## src/hw/vcr_pkg.sv

```systemverilog
// package: offsets, field layout, reset values and timing for the vc0 resource registers
package vcr_pkg;
    localparam int           ADDR_W        = 12;
    localparam int           DATA_W        = 32;

    localparam logic [11:0]  OFF_PORT_VC   = 12'h14c;
    localparam logic [11:0]  OFF_CAP0      = 12'h150;
    localparam logic [11:0]  OFF_CTL0      = 12'h154;

    // port vc word
    localparam int           VCLOAD_BIT    = 0;
    localparam int           VCSEL_LSB     = 1;
    localparam int           VCSEL_W       = 3;
    localparam logic [2:0]   VCSEL_RST     = 3'h0;
    localparam logic [2:0]   VCSEL_MAX_OK  = 3'h1;
    localparam int           VCSTAT_BIT    = 16;

    // vc0 capability word
    localparam int           PACAP_LSB     = 0;
    localparam logic [7:0]   PACAP_RST     = 8'h09;
    localparam int           APS_BIT       = 14;
    localparam int           RSNOOP_BIT    = 15;
    localparam int           MTS_LSB       = 16;
    localparam int           MTS_W         = 7;
    localparam logic [6:0]   MTS_RST       = 7'h7f;
    localparam int           PATOFF_LSB    = 24;
    localparam logic [7:0]   PATOFF_RST    = 8'h04;

    // vc0 control word
    localparam int           TCMAP_LSB     = 0;
    localparam int           TCMAP_W       = 8;
    localparam logic [7:0]   TCMAP_RST     = 8'hff;
    localparam int           PALOAD_BIT    = 16;
    localparam int           PASEL_LSB     = 17;
    localparam int           PASEL_W       = 3;
    localparam logic [2:0]   PASEL_RR      = 3'h0;
    localparam logic [2:0]   PASEL_WRR128  = 3'h3;
    localparam int           VCID_LSB      = 24;
    localparam logic [2:0]   VCID_RST      = 3'h0;
    localparam int           VCEN_BIT      = 31;
    localparam logic         VCEN_RST      = 1'b1;

    // table load time in core cycles
    localparam int           LOAD_CYCLES   = 8;

    typedef enum logic [1:0] {
        VCR_LD_IDLE = 2'b00,
        VCR_LD_BUSY = 2'b01,
        VCR_LD_DONE = 2'b11
    } vcr_ld_e;
endpackage : vcr_pkg

```

## src/hw/vcr_table_loader.sv

```systemverilog
// table load sequencer: strobes the table into hardware and signals completion
`timescale 1ns/1ps
module vcr_table_loader #(
    parameter int CYCLES = vcr_pkg::LOAD_CYCLES
) (
    input  wire logic mclk,
    input  wire logic rst_n,
    input  wire logic start,
    output logic      busy,
    output logic      done
);
    import vcr_pkg::*;

    if (CYCLES < 1 || CYCLES > 255) begin : g_chk
        $error("vcr_table_loader: CYCLES out of range");
    end

    typedef struct packed {
        vcr_ld_e    st;
        logic [7:0] cnt;
        logic       busy;
        logic       done;
    } vcr_ld_s;

    vcr_ld_s r;
    vcr_ld_s next_r;

    always_comb begin
        next_r      = r;
        next_r.done = 1'b0;
        case (r.st)
            VCR_LD_IDLE: begin
                if (start) begin
                    next_r.st   = VCR_LD_BUSY;
                    next_r.cnt  = 8'(CYCLES - 1);
                    next_r.busy = 1'b1;
                end
            end
            VCR_LD_BUSY: begin
                if (r.cnt == 8'h00) begin
                    next_r.st   = VCR_LD_DONE;
                    next_r.busy = 1'b0;
                    next_r.done = 1'b1;
                end else begin
                    next_r.cnt = r.cnt - 8'h01;
                end
            end
            VCR_LD_DONE: begin
                next_r.st = VCR_LD_IDLE;
            end
            default: begin
                next_r.st   = VCR_LD_IDLE;
                next_r.busy = 1'b0;
            end
        endcase
    end

    always_ff @(posedge mclk) begin
        if (!rst_n) begin
            r <= '{st: VCR_LD_IDLE, cnt: 8'h00, busy: 1'b0, done: 1'b0};
        end else begin
            r <= next_r;
        end
    end

    assign busy = r.busy;
    assign done = r.done;
endmodule : vcr_table_loader

```

## src/hw/vcr_preload.sv

```systemverilog
// eeprom preload capture for the traffic-class map and time slot defaults
`timescale 1ns/1ps
module vcr_preload (
    input  wire logic                     mclk,
    input  wire logic                     rst_n,
    input  wire logic                     ee_tc_map_valid,
    input  wire logic [vcr_pkg::TCMAP_W-1:0] ee_tc_map,
    input  wire logic                     ee_mts_valid,
    input  wire logic [vcr_pkg::MTS_W-1:0] ee_mts,
    input  wire logic                     ee_done,
    output logic                          tc_apply,
    output logic [vcr_pkg::TCMAP_W-1:0]   tc_val,
    output logic                          mts_apply,
    output logic [vcr_pkg::MTS_W-1:0]     mts_val,
    output logic                          ready
);
    import vcr_pkg::*;

    typedef struct packed {
        logic               tc_apply;
        logic [TCMAP_W-1:0] tc_val;
        logic               mts_apply;
        logic [MTS_W-1:0]   mts_val;
        logic               ready;
    } vcr_pl_s;

    vcr_pl_s r;
    vcr_pl_s next_r;

    always_comb begin
        next_r           = r;
        next_r.tc_apply  = 1'b0;
        next_r.mts_apply = 1'b0;
        if (!r.ready) begin
            if (ee_tc_map_valid) begin
                next_r.tc_apply = 1'b1;
                next_r.tc_val   = ee_tc_map;
            end
            if (ee_mts_valid) begin
                next_r.mts_apply = 1'b1;
                next_r.mts_val   = ee_mts;
            end
            if (ee_done) begin
                next_r.ready = 1'b1;
            end
        end
    end

    always_ff @(posedge mclk) begin
        if (!rst_n) begin
            r <= '{tc_apply: 1'b0, tc_val: TCMAP_RST, mts_apply: 1'b0, mts_val: MTS_RST, ready: 1'b0};
        end else begin
            r <= next_r;
        end
    end

    assign tc_apply  = r.tc_apply;
    assign tc_val    = r.tc_val;
    assign mts_apply = r.mts_apply;
    assign mts_val   = r.mts_val;
    assign ready     = r.ready;
endmodule : vcr_preload

```

## src/hw/vcr_regs.sv

```systemverilog
// vc0 resource register bank on apb
// Operation
// RULE1: writing any vc arbitration table entry sets read-only status bit 16; resets zero.
// RULE2: status bit 16 clears when hardware finishes loading the vc arbitration table.
// RULE3: writing one to port vc bit 0 loads vc table; always reads zero.
// RULE4: port arbitration capability bits 7:0 read-only, value 09h.
// RULE5: time-based weighted round-robin is never advertised on vc0.
// RULE6: advanced packet switching bit 14 read-only, reads zero.
// RULE7: reject snoop bit 15 read-only, reads zero.
// RULE8: maximum time slots bits 22:16 read-only, reset 7Fh, eeprom may override.
// RULE9: port arbitration table offset bits 31:24 read-only, value 04h.
// RULE10: traffic-class map bits 7:0 writable, reset FFh, eeprom may override.
// RULE11: writing one to control bit 16 loads port table; always reads zero.
// RULE12: select bits 19:17 accept 000b or 011b, else default; reset 000b.
// RULE13: channel id bits 26:24 read-only, fixed 000b.
// RULE14: enable bit 31 writable, reset one.
// RULE15: read-only writes ignored; reserved bits read zero.
// RULE16: eeprom defaults applied before software may access registers.
`timescale 1ns/1ps
module vcr_regs #(
    parameter int LOAD_CYCLES = vcr_pkg::LOAD_CYCLES
) (
    input  wire logic                       mclk,
    input  wire logic                       rst_n,
    input  wire logic                       psel,
    input  wire logic                       penable,
    input  wire logic                       pwrite,
    input  wire logic [vcr_pkg::ADDR_W-1:0] paddr,
    input  wire logic [vcr_pkg::DATA_W-1:0] pwdata,
    input  wire logic [3:0]                 pstrb,
    output logic [vcr_pkg::DATA_W-1:0]      prdata,
    output logic                            pready,
    output logic                            pslverr,
    input  wire logic                       vc_tbl_wr,
    input  wire logic                       pa_tbl_wr,
    input  wire logic                       ee_tc_map_valid,
    input  wire logic [vcr_pkg::TCMAP_W-1:0] ee_tc_map,
    input  wire logic                       ee_mts_valid,
    input  wire logic [vcr_pkg::MTS_W-1:0]  ee_mts,
    input  wire logic                       ee_done,
    output logic                            vc_tbl_loading,
    output logic                            pa_tbl_loading,
    output logic                            pa_tbl_dirty,
    output logic [vcr_pkg::TCMAP_W-1:0]     tc_map,
    output logic [vcr_pkg::PASEL_W-1:0]     pa_sel,
    output logic [vcr_pkg::VCSEL_W-1:0]     vc_arb_sel,
    output logic                            vc_enable
);
    import vcr_pkg::*;

    if (LOAD_CYCLES < 1 || LOAD_CYCLES > 255) begin : g_chk
        $error("vcr_regs: LOAD_CYCLES out of range");
    end

    typedef struct packed {
        logic [DATA_W-1:0]  prdata;
        logic               pready;
        logic               pslverr;
        logic               vc_stat;
        logic               pa_dirty;
        logic               vc_load;
        logic               pa_load;
        logic [VCSEL_W-1:0] vc_sel;
        logic [TCMAP_W-1:0] tc_map;
        logic [MTS_W-1:0]   mts;
        logic [PASEL_W-1:0] pa_sel;
        logic               vc_en;
    } vcr_rg_s;

    vcr_rg_s r;
    vcr_rg_s next_r;

    logic               vc_busy;
    logic               vc_done;
    logic               pa_busy;
    logic               pa_done;
    logic               pl_tc_apply;
    logic [TCMAP_W-1:0] pl_tc_val;
    logic               pl_mts_apply;
    logic [MTS_W-1:0]   pl_mts_val;
    logic               pl_ready;

    vcr_table_loader #(
        .CYCLES (LOAD_CYCLES)
    ) u_vc_loader (
        .mclk  (mclk),
        .rst_n (rst_n),
        .start (r.vc_load),
        .busy  (vc_busy),
        .done  (vc_done)
    );

    vcr_table_loader #(
        .CYCLES (LOAD_CYCLES)
    ) u_pa_loader (
        .mclk  (mclk),
        .rst_n (rst_n),
        .start (r.pa_load),
        .busy  (pa_busy),
        .done  (pa_done)
    );

    vcr_preload u_preload (
        .mclk            (mclk),
        .rst_n           (rst_n),
        .ee_tc_map_valid (ee_tc_map_valid),
        .ee_tc_map       (ee_tc_map),
        .ee_mts_valid    (ee_mts_valid),
        .ee_mts          (ee_mts),
        .ee_done         (ee_done),
        .tc_apply        (pl_tc_apply),
        .tc_val          (pl_tc_val),
        .mts_apply       (pl_mts_apply),
        .mts_val         (pl_mts_val),
        .ready           (pl_ready)
    );

    // byte-lane write mask
    function automatic logic [DATA_W-1:0] lane_mask(input logic [3:0] strb);
        logic [DATA_W-1:0] m;
        m = '0;
        for (int i = 0; i < 4; i++) begin
            m[i*8 +: 8] = {8{strb[i]}};
        end
        return m;
    endfunction : lane_mask

    // read images
    function automatic logic [DATA_W-1:0] port_vc_word(input vcr_rg_s s);
        logic [DATA_W-1:0] w;
        w = '0;
        w[VCSEL_LSB +: VCSEL_W] = s.vc_sel;
        w[VCSTAT_BIT]           = s.vc_stat;
        return w;
    endfunction : port_vc_word

    function automatic logic [DATA_W-1:0] cap0_word(input vcr_rg_s s);
        logic [DATA_W-1:0] w;
        w = '0;
        w[PACAP_LSB +: 8]        = PACAP_RST;
        w[APS_BIT]               = 1'b0;
        w[RSNOOP_BIT]            = 1'b0;
        w[MTS_LSB +: MTS_W]      = s.mts;
        w[PATOFF_LSB +: 8]       = PATOFF_RST;
        return w;
    endfunction : cap0_word

    function automatic logic [DATA_W-1:0] ctl0_word(input vcr_rg_s s);
        logic [DATA_W-1:0] w;
        w = '0;
        w[TCMAP_LSB +: TCMAP_W] = s.tc_map;
        w[PASEL_LSB +: PASEL_W] = s.pa_sel;
        w[VCID_LSB +: 3]        = VCID_RST;
        w[VCEN_BIT]             = s.vc_en;
        return w;
    endfunction : ctl0_word

    logic              acc;
    logic              done_xfer;
    logic              hit;
    logic [DATA_W-1:0] rdat;
    logic [DATA_W-1:0] m;
    logic [DATA_W-1:0] wv;
    logic [2:0]        sel_w;

    always_comb begin
        next_r         = r;
        next_r.vc_load = 1'b0;
        next_r.pa_load = 1'b0;
        acc            = psel && penable && !r.pready && pl_ready && !pl_tc_apply && !pl_mts_apply; // RULE16
        done_xfer      = psel && penable && r.pready;
        m              = lane_mask(pstrb);
        hit            = 1'b1;
        rdat           = '0;
        wv             = '0;
        sel_w          = '0;
        case (paddr)
            OFF_PORT_VC: rdat = port_vc_word(r); // RULE3
            OFF_CAP0:    rdat = cap0_word(r); // RULE4 RULE5 RULE6 RULE7 RULE9
            OFF_CTL0:    rdat = ctl0_word(r); // RULE11 RULE13
            default:     hit  = 1'b0;
        endcase

        // preload ahead of any software access
        if (pl_tc_apply) begin
            next_r.tc_map = pl_tc_val; // RULE10 RULE16
        end
        if (pl_mts_apply) begin
            next_r.mts = pl_mts_val; // RULE8 RULE16
        end

        // apb answer one cycle into the access phase
        if (acc) begin
            next_r.pready  = 1'b1;
            next_r.pslverr = !hit;
            next_r.prdata  = pwrite ? '0 : rdat;
        end
        if (done_xfer) begin
            next_r.pready  = 1'b0;
            next_r.pslverr = 1'b0;
        end

        // register writes commit at the completing edge
        if (done_xfer && pwrite && hit) begin
            case (paddr)
                OFF_PORT_VC: begin
                    wv = (port_vc_word(r) & ~m) | (pwdata & m);
                    if (m[VCLOAD_BIT] && pwdata[VCLOAD_BIT]) begin
                        next_r.vc_load = 1'b1; // RULE3
                    end
                    sel_w = wv[VCSEL_LSB +: VCSEL_W];
                    next_r.vc_sel = (sel_w <= VCSEL_MAX_OK) ? sel_w : VCSEL_RST;
                end
                OFF_CTL0: begin
                    wv = (ctl0_word(r) & ~m) | (pwdata & m);
                    next_r.tc_map = wv[TCMAP_LSB +: TCMAP_W]; // RULE10
                    if (m[PALOAD_BIT] && pwdata[PALOAD_BIT]) begin
                        next_r.pa_load = 1'b1; // RULE11
                    end
                    sel_w = wv[PASEL_LSB +: PASEL_W];
                    if (sel_w == PASEL_WRR128) begin
                        next_r.pa_sel = PASEL_WRR128; // RULE12
                    end else begin
                        next_r.pa_sel = PASEL_RR; // RULE12
                    end
                    next_r.vc_en = wv[VCEN_BIT]; // RULE14
                end
                default: begin
                    wv = '0; // RULE15
                end
            endcase
        end

        // table status: a new entry write wins over load completion
        if (vc_done) begin
            next_r.vc_stat = 1'b0; // RULE2
        end
        if (vc_tbl_wr) begin
            next_r.vc_stat = 1'b1; // RULE1
        end
        if (pa_done) begin
            next_r.pa_dirty = 1'b0;
        end
        if (pa_tbl_wr) begin
            next_r.pa_dirty = 1'b1;
        end
    end

    always_ff @(posedge mclk) begin
        if (!rst_n) begin
            r <= '{
                prdata:   '0,
                pready:   1'b0,
                pslverr:  1'b0,
                vc_stat:  1'b0,
                pa_dirty: 1'b0,
                vc_load:  1'b0,
                pa_load:  1'b0,
                vc_sel:   VCSEL_RST,
                tc_map:   TCMAP_RST,
                mts:      MTS_RST,
                pa_sel:   PASEL_RR,
                vc_en:    VCEN_RST
            };
        end else begin
            r <= next_r;
        end
    end

    assign prdata         = r.prdata;
    assign pready         = r.pready;
    assign pslverr        = r.pslverr;
    assign vc_tbl_loading = vc_busy;
    assign pa_tbl_loading = pa_busy;
    assign pa_tbl_dirty   = r.pa_dirty;
    assign tc_map         = r.tc_map;
    assign pa_sel         = r.pa_sel;
    assign vc_arb_sel     = r.vc_sel;
    assign vc_enable      = r.vc_en;
endmodule : vcr_regs

```

## config.mk

```make
export PLATFORM = sky130hd
export DESIGN_NAME = vcr_regs
export DESIGN_NICKNAME = d
export VERILOG_FILES = /design/src/hw/vcr_pkg.sv /design/src/hw/vcr_table_loader.sv /design/src/hw/vcr_preload.sv /design/src/hw/vcr_regs.sv
export SDC_FILE = /design/constraint.sdc
export NUM_CORES = 1
export LEC_CHECK = 0
export ABC_AREA = 0
export BUFFER_PORTS_ARGS = -buffer_cell sky130_fd_sc_hd__buf_2
export CAP_MARGIN = 10
export CELL_PAD_IN_SITES_DETAIL_PLACEMENT = 0
export CELL_PAD_IN_SITES_GLOBAL_PLACEMENT = 1
export CORE_MARGIN = 5
export CORE_UTILIZATION = 40
export DETAILED_ROUTE_END_ITERATION = 8
export PLACE_DENSITY = 0.85
export REMOVE_ABC_BUFFERS = 1
export SLEW_MARGIN = 5
export SYNTH_ARGS = -nofsm -noshare
export SYNTH_HDL_FRONTEND = slang
export SYNTH_SLANG_ARGS = --single-unit
```

## constraint.sdc

```tcl
create_clock -name mclk -period 2.8 [get_ports mclk]
set_input_delay 0.56 -clock mclk [delete_from_list [all_inputs] [get_ports mclk]]
set_output_delay 0.56 -clock mclk [all_outputs]
set_load 0.02 [all_outputs]
```

==> results.json <==
{
  "status": "completed",
  "post_cts_resize_count": 0,
  "slowest_stage": "nor4_2",
  "drive_gt1_share_pct": 22.9,
  "grtUsageTotal_pct": 15.7,
  "slew-limit-headroom_pct": 56.9,
  "dr.pass1.iters": 4,
  "setup_ws_ps": 814,
  "portBuffers": 88,
  "seq_power_share_pct": 52.1,
  "final_common_cell": "buf_2",
  "leakagePower_nw": 1.86,
  "cts_sinks": 85,
  "end_kind": "flop",
  "netlist_area_um2": 3940,
  "postCtsSetupRepairBufs": 0,
  "syn2layout_area_growth_pct": 12.3,
  "ys_ff_latch": 85,
  "fin_util_pct": 45.7,
  "via_per_inst": 4.88,
  "rsz0062_at_grt": "no",
  "power.density_nw_per_um2": 550,
  "drv_slew": 0,
  "std_cell_rows": 36,
  "dp_hpwl_um": 6890,
  "cts-root-buf": "clkbuf_8",
  "setup_tns_ps": 0,
  "synthCells": 460,
  "worstSkewPairLatency_ps": 340,
  "finalSetupViolCount": 0,
  "place_area_um2": 4200,
  "synth.yosys.seq_area_share_pct": 43.1,
  "fp.dieW_um": 109,
  "r2r_cells": 6,
  "clockBufferDepth": 2,
  "grt_pass1_wl_um": 15000,
  "async_flop_share_pct": 0,
  "vias": 3165,
  "routabilityCongestion": 0.776,
  "fin_crit_sh_pct": 70.9,
  "path_class": "reg2reg",
  "power.share.combinational_pct": 8.4,
  "die_area_um2": 11900,
  "clk_pin_slew_ps": 90,
  "cts-buffers-inserted": 9,
  "p_switching_mw": 0.585,
  "critPathArrivalTime_ps": 2270,
  "pwr-share-clk_pct": 39.5,
  "switching_share_pct": 24.0,
  "cts_tree": "done",
  "die_h_um": 109,
  "fin_cells": 649,
  "cts.htree.levels": 3,
  "antennaDiodeCount": 0,
  "final_cell_mix": "buf_2, dfxtp_1, nand2_1",
  "pin_count": 125,
  "ys.warnings.count": 0,
  "finalWirelength_um": 9130,
  "vdd_ir_drop_max_mv": 0.282,
  "route.detailed.drc": 0,
  "grt_max_degree": 36,
  "timing.final.crit_period_ps": 1990,
  "ys_types": 54,
  "holdCritPathClass": "in2reg",
  "synth.avg_cell_area_um2": 8.57,
  "holdBufCountCts": 0,
  "dp_cells": 633,
  "synth-main-ff-cell": "dfxtp_1",
  "hold_path_depth": 3,
  "antenna_found_initial": 0,
  "path_cells": "nor4b_1 -> nand3_1 -> buf_4 -> nor4_2 -> a22oi_1 -> nor2_1",
  "ant_nets": 0,
  "initial_utilization_pct": 40.7,
  "finalHoldViolations": 0,
  "cap_viol_max_count": 0,
  "max_stage_delay_ps": 560,
  "startpoint_type": "flop",
  "skew_ps": 11.1,
  "grt_pass1_vias": 3026,
  "preCtsSetupSlack_ps": 518,
  "postLayoutCellArea_um2": 4430,
  "nNetsFinal": 588,
  "synth_edf_count": 0,
  "path_max_fanout": 13,
  "worst_pin_slew_ps": 642,
  "p_int_mw": 1.85,
  "drt_iter0_markers": 116,
  "coreArea_um2": 9680,
  "cp.required_ps": 3080,
  "wl_per_cell_um": 14.1,
  "max_freq_ghz": 0.503,
  "grt_overflow": 0
}
[critical path: cells and delay by family (launching register included)]
kind            cells  cell delay, ps
compound gates      1             140
buf+inv             1             200
flops               1             450
simple gates        4            1150
[routing by layer]
metal  vias up  part of all wire, %  GRT usage (%)
met5         -                    0              0
met4         0                  1.4           4.45
met3        11                  6.1           3.64
met2        87                   46           25.4
met1      1444                   47           20.9
li1       1623                    -              -
[power by group through the flow]
stage	Sequential, mW	Combinational (mW)	Clock, mW
5_1_grt	1.27	0.229	1.04
3_5_place_dp	1.30	0.204	0
6_report	1.27	0.205	0.962
4_1_cts	1.27	0.205	0.981
3_3_place_gp	1.29	0.201	0
2_1_floorplan	1.30	0.104	0
[cell families after synthesis]
family	synth area share, %
and+or+nand+nor	25.9
AOI/OAI and AO/OA	12.9
DFF	43.1
buffers and inverters	12.2
other	0.0951
xor gates and xnor gates	2.44
muxes	2.03
adders and majority gates	1.27
[cells in the mapped netlist, drive strengths merged, types with 2 or more instances]
master	count	share of area, %
dfxtp	85	43
nand2	57	5.4
buf	53	9.6
nor2	50	4.8
nand3	28	4.0
a21oi	24	3.0
nor2b	17	2.7
clkbuf	14	1.3
a22oi	13	2.5
inv	12	1.1
a211oi	11	2.1
nor4	10	2.4
xor2	9	2.0
mux2i	8	2.0
o21ai	7	0.89
nand2b	6	0.95
nor3	6	1.2
and3	4	0.63
ha	4	1.3
nand4b	4	0.89
a211o	3	0.67
a311oi	3	0.67
o31ai	3	0.57
or3	3	0.48
a2111oi	2	0.48
and4	2	0.44
nor3b	2	0.51
nor4b	2	0.44
o21bai	2	0.38
xnor2	2	0.44
[stage by stage]
step / hold slack [ps] / power, mW
3_3_place_gp: 456 / 1.50
4_1_cts: 412 / 2.45
3_5_place_dp: 453 / 1.50
6_report: 422 / 2.43
2_1_floorplan: 432 / 1.40
5_1_grt: 409 / 2.54
[final timing paths]
path | start | endpoint | slack, ps
worst max-delay path | u_preload.mts_apply | prdata[6] | 810
worst min-delay path | ee_tc_map[1] | u_preload.tc_val[1] | 420
worst max register to register | u_preload.mts_apply | prdata[6] | 810
worst min register to register | pslverr | pslverr | 460
[final cells by class]
class	count	area (um^2)
inverters	13	48.8
multi-input cells	310	1820
well taps	133	166
flip-flops and latches	85	1700
fillers	969	5260
clock inverters	5	82.6
repair buffers	92	470
clock buffers	11	141
Power figures use the tool's default switching activity.
